`src/tcc_consts.svh`:
```
// What this block does
// - Sensitivity is one plus linear and quadratic terms of T minus reference; scales Hall.
// - Linear code is 9 bits; coefficient is (code-160)/65536 per degree.
// - Quadratic code is 8 bits; coefficient is (code-128)/8388608 per degree squared.
// - Reference temperature code is 3 bits; value is 16 times code minus 48.
// - User coefficient settings add to factory values instead of replacing them.
// - Processing is deterministic; same inputs and settings give the same output.
// - All setup bits go to working RAM; the block runs from RAM.
// - Hall converter values can be read out; a test mode passes raw samples.
// - With both freeze bits set, memory is frozen and the link is disabled.
// - Each protected row holds an odd count of ones, parity included.
// - Ones in even bit positions over all lines total an even count.
// - Ones in odd bit positions over all lines total an odd count.
// - Row and column parity locate and correct any single-bit error.
// - An uncorrectable error forces the output to the supply-level error code.
// - Array holds 135 calibration bits plus 25 parity bits.
// - Data passes both ways over the supply and output pin link.
//
// Purpose: constants of the compensation and calibration memory block
// Assumes: 40 MHz clock, 16 lines of 10 bits, bit 9 of a line is row parity
// Notes:   line 15 is the column parity line and has no row parity
`ifndef TCC_CONSTS_SVH
`define TCC_CONSTS_SVH
`define TCC_LINES       16
`define TCC_COLS        10
`define TCC_DATA_LINES  15
`define TCC_NVM_BLANK   {10'h0aa, {15{10'h200}}}
`define TCC_L_LIN       4'h0
`define TCC_L_QUAD      4'h1
`define TCC_L_REF       4'h2
`define TCC_L_LIN_F     4'hc
`define TCC_L_QUAD_F    4'hd
`define TCC_L_REF_F     4'he
`define TCC_L_LOCK      4'he
`define TCC_B_LOCK0     7
`define TCC_B_LOCK1     8
`define TCC_B_TEST      8
`define TCC_LIN_OFS     11'sh0a0
`define TCC_QUAD_OFS    10'sh080
`define TCC_REF_OFS     11'sh030
`define TCC_LIN_SHIFT   7
`define TCC_FRAC        23
`define TCC_ONE         36'sh000800000
`define TCC_ERR_CODE    16'sh7fff
`define TCC_SAT_LO      16'sh8000
`define TCC_F_WR        23
`define TCC_F_NVM       22
`define TCC_F_ADDR      21:16
`define TCC_F_LAST      5'h17
`define TCC_R_LAST      5'h0f
`define TCC_A_NVM       6'h10
`define TCC_A_HALL      6'h20
`define TCC_A_STATUS    6'h21
`define TCC_CLK_NS      25
`define TCC_ERASE_MS    80
`define TCC_WRITE_MS    10
`define TCC_PROG_CYC    ((`TCC_ERASE_MS + `TCC_WRITE_MS) * 1000000 / `TCC_CLK_NS)
`define TCC_PROG_W      22
`define TCC_IDLE_US     100
`define TCC_IDLE_CYC    (`TCC_IDLE_US * 1000 / `TCC_CLK_NS)
`endif

```
`src/tcc_pkg.sv`:
```
// Purpose: shared types of the compensation block
// Assumes: constants header on the include path
// Notes:   memory is packed line by line, line 0 lowest
`include "tcc_consts.svh"
package tcc_pkg;
  typedef logic [`TCC_LINES-1:0][`TCC_COLS-1:0] tcc_mem_t;
  typedef logic signed [15:0]                   tcc_hall_t;
  typedef logic signed [8:0]                    tcc_temp_t;
  typedef enum logic [1:0] {LK_SHIFT, LK_REPLY, LK_PROG} tcc_link_st_t;
endpackage

```
`src/tcc_ecc.sv`:
```
// Purpose: matrix parity check and single-bit correction of the array
// Assumes: lines 0..14 carry odd row parity in bit 9, line 15 is column parity
// Notes:   purely combinational, flags any syndrome other than one bad column with at most one bad row
`timescale 1ns/1ps
`include "tcc_consts.svh"
module tcc_ecc (
  input  wire tcc_pkg::tcc_mem_t raw_in,
  output tcc_pkg::tcc_mem_t      corr_out,
  output logic                   corrected_out,
  output logic                   uncorr_out
);
  import tcc_pkg::*;

  logic [`TCC_LINES-1:0] row_bad;
  logic [`TCC_COLS-1:0]  col_bad;

  // ----------------------------------------
  // Syndromes
  // ----------------------------------------
  // Row checks on lines 0..14 only, one column check per column
  for (genvar g = 0; g < `TCC_LINES; g++) begin : g_row
    if (g < `TCC_DATA_LINES) begin : g_chk
      assign row_bad[g] = ~(^raw_in[g]);
    end else begin : g_free
      assign row_bad[g] = 1'b0;
    end
  end
  for (genvar c = 0; c < `TCC_COLS; c++) begin : g_col
    logic [`TCC_LINES-1:0] col;
    for (genvar r = 0; r < `TCC_LINES; r++) begin : g_bit
      assign col[r] = raw_in[r][c];
    end
    // Even columns want even count, odd columns odd
    assign col_bad[c] = (^col) ^ ((c % 2) == 1);
  end

  // ----------------------------------------
  // Correction
  // ----------------------------------------
  // One bad column plus at most one bad row pins a single bit
  always_comb begin
    corr_out      = raw_in;
    corrected_out = 1'b0;
    uncorr_out    = 1'b0;
    if (col_bad == '0 && row_bad == '0) begin
      corrected_out = 1'b0;
    end else if ($onehot(col_bad) && $onehot0(row_bad)) begin
      corrected_out = 1'b1;
      for (int r = 0; r < `TCC_LINES; r++) begin
        for (int c = 0; c < `TCC_COLS; c++) begin
          if (col_bad[c] && (row_bad[r] || (row_bad == '0 && r == `TCC_LINES - 1))) begin
            corr_out[r][c] = ~raw_in[r][c];
          end
        end
      end
    end else begin
      uncorr_out = 1'b1;
    end
  end
endmodule

```
`src/tcc_top.sv`:
```
// Purpose: temperature compensation and calibration memory of a Hall sensor
// Assumes: supply-pin clock and output-pin level arrive already digitised
// Notes:   array is modelled in flip-flops; reset restores the blank image
`timescale 1ns/1ps
`include "tcc_consts.svh"
module tcc_top #(
  parameter int unsigned PROG_CYC = `TCC_PROG_CYC
) (
  input  wire logic              clock_in,
  input  wire logic              rst_n_in,
  input  wire logic              vdd_clk_in,
  input  wire logic              link_pin_in,
  output logic                   link_pin_out,
  output logic                   link_pin_oe_out,
  input  wire tcc_pkg::tcc_temp_t temp_in,
  input  wire tcc_pkg::tcc_hall_t hall_in,
  input  wire logic              hall_valid_in,
  output tcc_pkg::tcc_hall_t     comp_out,
  output logic                   comp_valid_out,
  output logic                   ecc_error_out,
  output logic                   locked_out,
  output logic                   prog_busy_out
);
  import tcc_pkg::*;

  // ----------------------------------------
  // Pin synchronisers
  // ----------------------------------------
  logic vdd_s1;
  logic vdd_s2;
  logic vdd_d;
  logic pin_s1;
  logic pin_s2;
  logic rise;

  // Both pins are asynchronous to clock_in
  always_ff @(posedge clock_in) begin
    if (!rst_n_in) begin
      vdd_s1 <= 1'b0;
      vdd_s2 <= 1'b0;
      vdd_d  <= 1'b0;
      pin_s1 <= 1'b0;
      pin_s2 <= 1'b0;
    end else begin
      vdd_s1 <= vdd_clk_in;
      vdd_s2 <= vdd_s1;
      vdd_d  <= vdd_s2;
      pin_s1 <= link_pin_in;
      pin_s2 <= pin_s1;
    end
  end

  // Edge detect reads the second stage and its delayed copy, never the first stage
  assign rise = vdd_s2 & ~vdd_d;

  // ----------------------------------------
  // Memory and error correction
  // ----------------------------------------
  tcc_mem_t ram;
  tcc_mem_t nvm;
  tcc_mem_t corr;
  logic     corrected;
  logic     uncorr;
  logic     boot;
  logic     locked;

  // 16 x 10 bits: 135 data plus 25 parity
  tcc_ecc u_ecc (
    .raw_in        (nvm),
    .corr_out      (corr),
    .corrected_out (corrected),
    .uncorr_out    (uncorr)
  );

  // Freeze needs both redundant bits, so one flip cannot lock
  assign locked = corr[`TCC_L_LOCK][`TCC_B_LOCK0] & corr[`TCC_L_LOCK][`TCC_B_LOCK1];

  // ----------------------------------------
  // Link framing
  // ----------------------------------------
  tcc_link_st_t          state;
  logic [4:0]            bit_cnt;
  logic [22:0]           shreg;
  logic [23:0]           frame;
  logic [15:0]           reply;
  logic [11:0]           idle_cnt;
  logic [`TCC_PROG_W-1:0] prog_cnt;
  logic                  idle_to;
  logic                  frame_end;
  logic                  frame_ok;
  logic                  wr_ram;
  logic                  prog_go;
  logic                  read_go;
  logic                  prog_done;
  logic [5:0]            addr;

  assign frame     = {shreg, pin_s2};
  assign addr      = frame[`TCC_F_ADDR];
  assign idle_to   = (idle_cnt == 12'(`TCC_IDLE_CYC - 1));
  assign frame_end = rise && (state == LK_SHIFT) && (bit_cnt == `TCC_F_LAST);
  // Frozen part drops every frame
  assign frame_ok  = frame_end && !locked;
  assign wr_ram    = frame_ok && frame[`TCC_F_WR] && !frame[`TCC_F_NVM] && (addr < `TCC_A_NVM);
  assign prog_go   = frame_ok && frame[`TCC_F_WR] && frame[`TCC_F_NVM];
  assign read_go   = frame_ok && !frame[`TCC_F_WR];
  assign prog_done = (state == LK_PROG) && (prog_cnt == '0);

  // Frame bits arrive on supply-pin clock rises
  always_ff @(posedge clock_in) begin
    if (!rst_n_in) begin
      shreg <= '0;
    end else if (rise && state == LK_SHIFT) begin
      shreg <= frame[22:0];
    end
  end

  // Quiet link resynchronises the bit counter
  always_ff @(posedge clock_in) begin
    if (!rst_n_in) begin
      idle_cnt <= '0;
    end else if (rise || idle_to) begin
      idle_cnt <= '0;
    end else begin
      idle_cnt <= idle_cnt + 12'h001;
    end
  end

  // Link sequencer
  always_ff @(posedge clock_in) begin
    if (!rst_n_in) begin
      state   <= LK_SHIFT;
      bit_cnt <= '0;
    end else begin
      case (state)
        LK_SHIFT: begin
          if (idle_to) begin
            bit_cnt <= '0;
          end else if (rise) begin
            bit_cnt <= frame_end ? 5'h00 : bit_cnt + 5'h01;
            if (prog_go) begin
              state <= LK_PROG;
            end else if (read_go) begin
              state <= LK_REPLY;
            end
          end
        end
        LK_REPLY: begin
          if (idle_to) begin
            bit_cnt <= '0;
            state   <= LK_SHIFT;
          end else if (rise) begin
            if (bit_cnt == `TCC_R_LAST) begin
              bit_cnt <= '0;
              state   <= LK_SHIFT;
            end else begin
              bit_cnt <= bit_cnt + 5'h01;
            end
          end
        end
        LK_PROG: begin
          if (prog_done) begin
            state <= LK_SHIFT;
          end
        end
        default: begin
          state   <= LK_SHIFT;
          bit_cnt <= '0;
        end
      endcase
    end
  end

  // ----------------------------------------
  // Read back
  // ----------------------------------------
  logic [15:0] rd_data;
  tcc_hall_t   hall_cap;

  // Raw array lines let the programmer rebuild parity
  always_comb begin
    rd_data = 16'h0000;
    if (addr < `TCC_A_NVM) begin
      rd_data = {6'h00, ram[addr[3:0]]};
    end else if (addr < `TCC_A_HALL) begin
      rd_data = {6'h00, nvm[addr[3:0]]};
    end else if (addr == `TCC_A_HALL) begin
      rd_data = hall_cap;
    end else if (addr == `TCC_A_STATUS) begin
      rd_data = {12'h000, corrected, uncorr, locked, prog_busy_out};
    end
  end

  // Reply goes out MSB first, one bit per rise
  always_ff @(posedge clock_in) begin
    if (!rst_n_in) begin
      reply <= '0;
    end else if (read_go) begin
      reply <= rd_data;
    end else if (rise && state == LK_REPLY) begin
      reply <= {reply[14:0], 1'b0};
    end
  end

  assign link_pin_out    = reply[15];
  assign link_pin_oe_out = (state == LK_REPLY);

  // Last converter sample kept for readout
  always_ff @(posedge clock_in) begin
    if (!rst_n_in) begin
      hall_cap <= '0;
    end else if (hall_valid_in) begin
      hall_cap <= hall_in;
    end
  end

  // ----------------------------------------
  // Storage updates
  // ----------------------------------------
  // Program time covers erase plus write pulse
  always_ff @(posedge clock_in) begin
    if (!rst_n_in) begin
      prog_cnt <= '0;
    end else if (prog_go) begin
      prog_cnt <= `TCC_PROG_W'(PROG_CYC - 1);
    end else if (state == LK_PROG && prog_cnt != '0) begin
      prog_cnt <= prog_cnt - `TCC_PROG_W'(1);
    end
  end

  // Array changes only at the end of a program cycle
  always_ff @(posedge clock_in) begin
    if (!rst_n_in) begin
      nvm <= `TCC_NVM_BLANK;
    end else if (prog_done) begin
      nvm <= ram;
    end
  end

  // Boot copy is corrected; later writes only touch RAM
  always_ff @(posedge clock_in) begin
    if (!rst_n_in) begin
      boot <= 1'b1;
      ram  <= '0;
    end else begin
      boot <= 1'b0;
      if (boot) begin
        ram <= corr;
      end else if (wr_ram) begin
        ram[addr[3:0]] <= frame[`TCC_COLS-1:0];
      end
    end
  end

  assign locked_out    = locked;
  assign ecc_error_out = uncorr;
  assign prog_busy_out = (state == LK_PROG);

  // ----------------------------------------
  // Coefficient decode
  // ----------------------------------------
  logic signed [10:0] tc1;
  logic signed [9:0]  tc2;
  logic signed [10:0] t0;
  logic signed [35:0] tc1_x;
  logic signed [35:0] tc2_x;
  logic signed [35:0] dt_x;
  logic signed [35:0] sens;
  logic               test_mode;

  // User codes add to factory codes; linear and quadratic take the offset on each code, reference only on the factory code
  always_comb begin
    tc1 = $signed({2'b00, ram[`TCC_L_LIN][8:0]}) - `TCC_LIN_OFS
        + $signed({2'b00, ram[`TCC_L_LIN_F][8:0]}) - `TCC_LIN_OFS;
    tc2 = $signed({2'b00, ram[`TCC_L_QUAD][7:0]}) - `TCC_QUAD_OFS
        + $signed({2'b00, ram[`TCC_L_QUAD_F][7:0]}) - `TCC_QUAD_OFS;
    t0  = $signed({4'h0, ram[`TCC_L_REF_F][2:0], 4'h0}) - `TCC_REF_OFS
        + $signed({4'h0, ram[`TCC_L_REF][2:0], 4'h0});
  end

  assign test_mode = ram[`TCC_L_REF][`TCC_B_TEST];

  // ----------------------------------------
  // Sensitivity polynomial
  // ----------------------------------------
  // Fixed point with 23 fraction bits; no state, so repeatable
  always_comb begin
    tc1_x = 36'(tc1);
    tc2_x = 36'(tc2);
    dt_x  = 36'(temp_in);
    dt_x  = dt_x - 36'(t0);
    sens  = `TCC_ONE + ((tc1_x * dt_x) <<< `TCC_LIN_SHIFT) + tc2_x * dt_x * dt_x;
  end

  // ----------------------------------------
  // Hall scaling pipeline
  // ----------------------------------------
  logic signed [51:0] sens_q;
  logic signed [51:0] hall_q;
  logic signed [51:0] prod;
  logic               v1;

  // Stage one: factor and sample together
  always_ff @(posedge clock_in) begin
    if (!rst_n_in) begin
      v1     <= 1'b0;
      sens_q <= '0;
      hall_q <= '0;
    end else begin
      v1 <= hall_valid_in;
      if (hall_valid_in) begin
        sens_q <= 52'(sens);
        hall_q <= 52'(hall_in);
      end
    end
  end

  assign prod = (hall_q * sens_q) >>> `TCC_FRAC;

  // Stage two: error clamp wins over test mode and scaling
  always_ff @(posedge clock_in) begin
    if (!rst_n_in) begin
      comp_valid_out <= 1'b0;
      comp_out       <= '0;
    end else begin
      comp_valid_out <= v1;
      if (v1) begin
        if (uncorr) begin
          comp_out <= `TCC_ERR_CODE;
        end else if (test_mode) begin
          comp_out <= hall_q[15:0];
        end else if (prod > 52'(`TCC_ERR_CODE)) begin
          comp_out <= `TCC_ERR_CODE;
        end else if (prod < 52'(`TCC_SAT_LO)) begin
          comp_out <= `TCC_SAT_LO;
        end else begin
          comp_out <= prod[15:0];
        end
      end
    end
  end
endmodule

```
`config.mk`:
```
export PLATFORM = sky130hd
export DESIGN_NAME = tcc_top
export DESIGN_NICKNAME = d
export VERILOG_FILES = /design/src/tcc_pkg.sv /design/src/tcc_ecc.sv /design/src/tcc_top.sv
export VERILOG_INCLUDE_DIRS = /design/src /design/src/src
export SDC_FILE = /design/constraint.sdc
export NUM_CORES = 2
export LEC_CHECK = 0
export BUFFER_PORTS_ARGS = -buffer_cell sky130_fd_sc_hd__buf_2
export CORE_ASPECT_RATIO = 0.6
export CORE_MARGIN = 2
export CORE_UTILIZATION = 55
export CTS_CLUSTER_SIZE = 16
export DETAILED_ROUTE_END_ITERATION = 12
export GPL_TIMING_DRIVEN = 0
export PLACE_DENSITY = 0.83
export SETUP_SLACK_MARGIN = 0.02
export SLEW_MARGIN = 20
export SYNTH_ARGS = -nofsm -noshare
export SYNTH_HDL_FRONTEND = slang
export SYNTH_SLANG_ARGS = --single-unit
```
`constraint.sdc`:
```
create_clock -name clock_in -period 16.47 [get_ports clock_in]
set_clock_uncertainty 0.1 [all_clocks]
set_input_delay 0.8235 -clock clock_in [delete_from_list [all_inputs] [get_ports clock_in]]
set_output_delay 0.8235 -clock clock_in [all_outputs]
set_load 0.005 [all_outputs]
```
# Yosys cells after proc, flatten, opt, wreduce, memory -nomap -nowiden

Cells that the tools add are included.

Bits of input ports: 30
Logic and storage cells: 718
Output and inout port bits: 22
Register bits after elaboration: 487

Mux-type cells: 204
Bitwise gates (word level): 185
Reduce and logical (&&, ||, !) cells: 215
Multiply operators: 4
Magnitude comparators: 7
Equal/unequal tests: 15
Add/subtract/negate cells: 37

Operator list:

| operator               | number |
|---|---|
| $mux 160               | 4 |
| $not 1->1              | 183 |
| $logic_and 1x1->1      | 174 |
| $mux 1                 | 165 |
| $bwmux 160             | 1 |
| $reduce_xor 16->1      | 10 |
| $reduce_xor 10->1      | 15 |
| $mux 16                | 9 |
| $bmux 10 s4            | 2 |
| $mul 16x31->47         | 1 |
| $mux 22                | 2 |
| $demux 10 s4           | 1 |
| $add 29x30->31         | 1 |
| $add 5x5->5            | 6 |
| $mul 20x10->30         | 1 |
| $mux 10                | 3 |
| $mux 5                 | 6 |
| $add 25x28->29 const A | 1 |
| $add 1x1->2            | 12 |
| $gt 24x16->1 const B   | 1 |
| $lt 24x16->1 const B   | 1 |
| $logic_not 22->1       | 1 |
| $reduce_bool 22->1     | 1 |
| $sub 22x1->22 const B  | 1 |
| 45 further kinds       | 65 |

# Longest topological paths before layout

Word-level depth: 19
Mapped depth: 54
Depth with buffers taken out: 52

# By module

Synthesis repeated with hierarchy kept, for this count alone.

Cells, all modules: 7003
Area total of the unflattened synthesis: 61393.9 sq um

Modules (own cells, without submodules):

| module  | area each (sq um) | instances | cells each | seq. area each (sq um) |
|---|---|---|---|---|
| tcc_top | 55961.2           | 1         | 6293       | 9429.0 |
| tcc_ecc | 5432.7            | 1         | 710        | 0.0 |

# Least setup slack after synthesis

No wires, ideal clock.

Kind: input port to flip-flop
Start: input port temp_in[5]
End: register sens_q[30] (netlist name)
Required time: 16.231 ns
Arrival time: 12.556 ns
Stages on the path: 50
Library setup time: 0.139 ns
Buffers on the path: 2
Path slack: 3.675 ns
Cell sequence: inv_1 fa_1 inv_1 ha_1 o21a_1 nor2_1 inv_1 a21oi_1 inv_1 a21oi_1 xor2_1 inv_1 clkbuf_1 clkbuf_1 nor2_1 fa_1 fa_1 fa_1 [14 not listed] fa_1 fa_1 inv_1 fa_1 inv_1 ha_1 a21o_1 a21o_1 a21oi_1 nor2_1 a31oi_1 o311ai_0 a21o_1 a21oi_1 o21a_1 o21ai_0 xnor2_1 o22ai_1

Longest elaborated chain between the ends: 4
Elaborated cells between the ends (all ways): 6
Those cells by class: add/sub (3); mul (3)

Ends and longest elaborated chain:

| element                                          | RTL line       | RTL |
|---|---|---|
| from (decl)                                      | tcc_top.sv:15  | `input wire tcc_pkg::tcc_temp_t temp_in,` |
| $sub 9x9->10 *                                   | tcc_top.sv:290 | `dt_x = dt_x - 36'(t0);` |
| $mul 10x10->20 or $mul 11x10->21 (tied branches) | tcc_top.sv:291 | `` sens = `TCC_ONE + ((tc1_x * dt_x) <<< `TCC_LIN_SHIFT) + tc2_x * dt_x * dt_x; `` |
| $mul 20x10->30 or $add 25x28->29 (tied branches) | --             |  |
| $add 29x30->31 (no source line) *                | --             |  |

Every way passes the cells marked *; elsewhere a longest branch is shown, timed or not.
A chain may end at the register's enable or synchronous reset.

# Worst setup path in the final report

Start: register ram[140] in the netlist's numbering
End: register sens_q[30] (netlist name)

Longest elaborated chain between the ends: 6
Elaborated cells between the ends (all ways): 8
Those cells by class: add/sub (5); mul (3)

Ends and longest elaborated chain:

| element                                          | RTL line       | RTL |
|---|---|---|
| from (decl)                                      | tcc_top.sv:59  | `tcc_mem_t ram;` |
| from (signal assigned)                           | tcc_top.sv:247 | `ram <= corr;` |
| from (signal, indexed assignment)                | tcc_top.sv:249 | `` ram[addr[3:0]] <= frame[`TCC_COLS-1:0]; `` |
| $sub 7x6->8 (no source line) *                   | --             |  |
| $add 8x8->9 *                                    | tcc_top.sv:276 | `` t0 = $signed({4'h0, ram[`TCC_L_REF_F][2:0], 4'h0}) - `TCC_REF_OFS `` |
| $sub 9x9->10 *                                   | tcc_top.sv:290 |  |
| $mul 10x10->20 or $mul 11x10->21 (tied branches) | tcc_top.sv:291 |  |
| $mul 20x10->30 or $add 25x28->29 (tied branches) | --             |  |
| $add 29x30->31 (no source line) *                | --             |  |

Marks and branches as above.

==> summary.md <==
| Metric | Value |
|---|---|
| Post-synth top flop | dfxtp_1 |
| ANT nets after route | 0 |
| Layout Nets | 8273 |
| Die Footprint | 113000 um2 |
| Largest net degree at the start of global routing | 15 |
| Sequential fraction of the synthesis area | between 10% and 20% |
| Critical-path maximum fanout | 10 |
| Clock Pin Slew Worst Setup and Hold Paths | 0.07 ns |
| Post-CTS Setup Bufs | 0 |
| FF+latch area | 9429 um2 |
| Routability cong. | 1.100 |
| Initial core utilization | 55.36% |
| Global-route wire length before repair | 334.6 mm |
| Worst-Margin Slew | 1.299 ns |
| Final hold vios | 0 |
| CP max stage cell | clkbuf_1 |
| CTS H-tree lvls | 2 |
| Die height | around 260 um |
| DR vias/cell | 6.070 |
| EDFF count, synth | 0 |
| Num CTS Buffers | 50 |
| Routed via count | 51862 |
| Distinct cell type count of the synthesized netlist | 73 |
| Area grow syn2layout | 6.735% |
| DRC | 0 |
| Synth area leader | fa_1 |
| Overall Global Routing Usage | 40.40% |
| Synth warn | 0 |
| Syn_nets | 8166 |
| Cell Area, Synth | 60620 um2 |
| Commonest non-fill, non-tap cell in the layout | nand2_1 |
| Die W | 432.6 um |
| Post-synth ARST share | 0% |
| Clock Path Buffers | 3 |
| Hold_buf cts | 0 |
| Routed wire per std cell | 26.51 um |
| Synth top area cells | fa_1, dfxtp_1, xnor2_1, ha_1, nand2_1 |
| Most frequent CP cell | fa_1 |
| Endpoint type of the worst setup path | flop |
| Hold Path Class | input pin to flop |
| Slew headroom | 13.43% |
| Fillers | 9565 |
| IO Pins | 52 |
| Number of global-route vias before repair | approximately 50000 |
| Root Driver | clkbuf_16 |
| Setup-failing EPs final | 0 |
| Initial DRC Count | around 6600 |
| Layout cells sized above 1 | 5.920% |
| Count of buffers from port buffering | 48 |
| Skew-Pair Late Insertion Delay | around 0.66 ns |
| Gate Count Post-Synth | 6899 |
| Setup Crit Path Kind | flop to flop |
| First-pass DRT Iterations | 7 |
| Most frequent cells in the layout | nand2_1, inv_1, fa_1 |
| Post-cts resize count | 0 |
| Max-Cap Viols | 0 |
| Unrepaired setup endpoints after global routing | no |
| Critical path data arrival time | 16.35 ns |
| Crit start category | flop |
| Area of the multi-input gates | roughly 46000 um2 |
| Top-area cell type share of the netlist area | 29.06% |
| Setup TNS | 0 ns |
| Worst path max stage delay | 0.94 ns |
| Overflow after GRT | 0 |
| Outcome | finished, final reports clean |
| Number of synthesized register bits | 471 |
| Worst Path Required | 16.81 ns |
| Cell Rows | 94 |
| Syn Area/Cell | 8.787 um2 |
| Final period utilization | 97.18% |
| Initial antenna violation count | 19 |
| Final Critical Period | 16.01 ns |
| Sink Count | 471 |
| WL final | 226.5 mm |
| CTS tree | done |
| Fin. max-slew vios | 0 |
| Max Fclk | 0.06248 GHz |
| Core area | 109500 um2 |
| DP HPWL | 182.9 mm |
[worst max-delay path, delay by kind of cell (launching register included)]
family	cells	cell delay, ns
adders and majority gates	14	6.56
buffers and inverters	12	2.68
AOI/OAI and AO/OA	11	2.40
xor gates and xnor gates	6	2.29
and+or+nand+nor	5	1.14
DFF	1	0.63
[cells in the mapped netlist (6+ instances only)]
| cell type | instances |
|---|---|
| nor2_1 | 469 |
| o221ai_1 | 16 |
| clkbuf_1 | 341 |
| a31oi_1 | 22 |
| nor3_1 | 40 |
| or3_1 | 7 |
| a311oi_1 | 8 |
| nand2_1 | 1110 |
| nand4_1 | 15 |
| buf_4 | 11 |
| buf_2 | 27 |
| mux4_2 | 100 |
| nand3_1 | 73 |
| or2_2 | 13 |
| o21bai_1 | 12 |
| dfxtp_1 | 471 |
| o211ai_1 | 13 |
| nand2b_1 | 79 |
| and2_1 | 211 |
| a21oi_1 | 284 |
| o31ai_1 | 7 |
| a211oi_1 | 80 |
| a211o_1 | 7 |
| ha_1 | 357 |
| or4_1 | 6 |
| fa_1 | 880 |
| nand3b_1 | 6 |
| buf_1 | 24 |
| xnor2_1 | 533 |
| nor2b_1 | 45 |
| xor2_1 | 90 |
| a22oi_1 | 164 |
| and3_1 | 14 |
| mux2i_1 | 49 |
| o22ai_1 | 11 |
| o21ai_0 | 49 |
| nor4_1 | 16 |
| inv_1 | 1028 |
| a21o_1 | 54 |
| o311ai_0 | 7 |
| o21a_1 | 8 |
| a211oi_2 | 90 |
[per-layer routing]
metal  GRT usage, %  up-vias  part of all wire, %
met5         0.1639        -                0.051
met4          15.47       16                  4.7
met3          13.98      592                   15
met2          55.12     3479                   39
met1          58.56    25801                   42
li1               -    21974                    -
[stage by stage]
step | setup slack, ns | cells | cell area [um2] | util, % | hold slack [ns]
finish | 0.4642 | 8544 | 64700 | 59.09 | 0.3168
global route | 0.1514 | 8533 | 64670 | 59.06 | 0.3119
CTS | 0.7850 | 8532 | 64620 | 59.01 | 0.2966
detailed placement | 0.7805 | 8442 | 62890 | 57.43 | 0.3259
global placement | 0.6041 | 8435 | 62720 | 57.28 | 0.3369
floorplan | 3.675 | 6899 | 60620 | - | 0.3119
[layout make-up]
cell class	count	area share, %
Clock buffer	68	2.193
Sequential cell	471	14.57
Buffer	405	2.504
Clock inverter	22	0.4835
Inverter	1028	5.964
Antenna cell	12	0.04641
Tap cell	1488	2.878
Multi-Input combinational cell	4995	70.87
Timing Repair Buffer	55	0.4893
[state kept, by name, indices dropped and copies added (netlist names), 2 cells and up]
register / count
reply: 16
bit_cnt: 5
prog_cnt: 22
sens_q: 31
shreg: 23
nvm: 160
hall_q: 16
idle_cnt: 12
ram: 160
state: 2
comp_out: 16
[cells by family after synthesis]
family                   Yosys count  synth area share [%]
buffers and inverters           1433                 9.022
AND/OR/NAND/NOR                 2122                 15.25
adder cells (fa/ha/maj)         1237                 36.43
XOR/XNOR                         625                 9.055
multiplexers                     149                 4.524
AO/OA/AOI/OAI                    862                 10.16
flip-flops                       471                 15.55
[worst paths after layout]
check,from,cells past startpoint,to,slack [ns]
max reg2reg,ram[140]$_SDFFE_PN0P_,48,sens_q[30]$_SDFFE_PN0P_,0.46
max,ram[140]$_SDFFE_PN0P_,48,sens_q[30]$_SDFFE_PN0P_,0.46
min reg2reg,vdd_s1$_SDFF_PN0_,1,vdd_s2$_SDFF_PN0_,0.35
min,vdd_clk_in,2,vdd_s1$_SDFF_PN0_,0.32
Power is left out: the tool's default activity adds up to more than one toggle a clock period on the data nets, which glitch-free logic cannot reach.
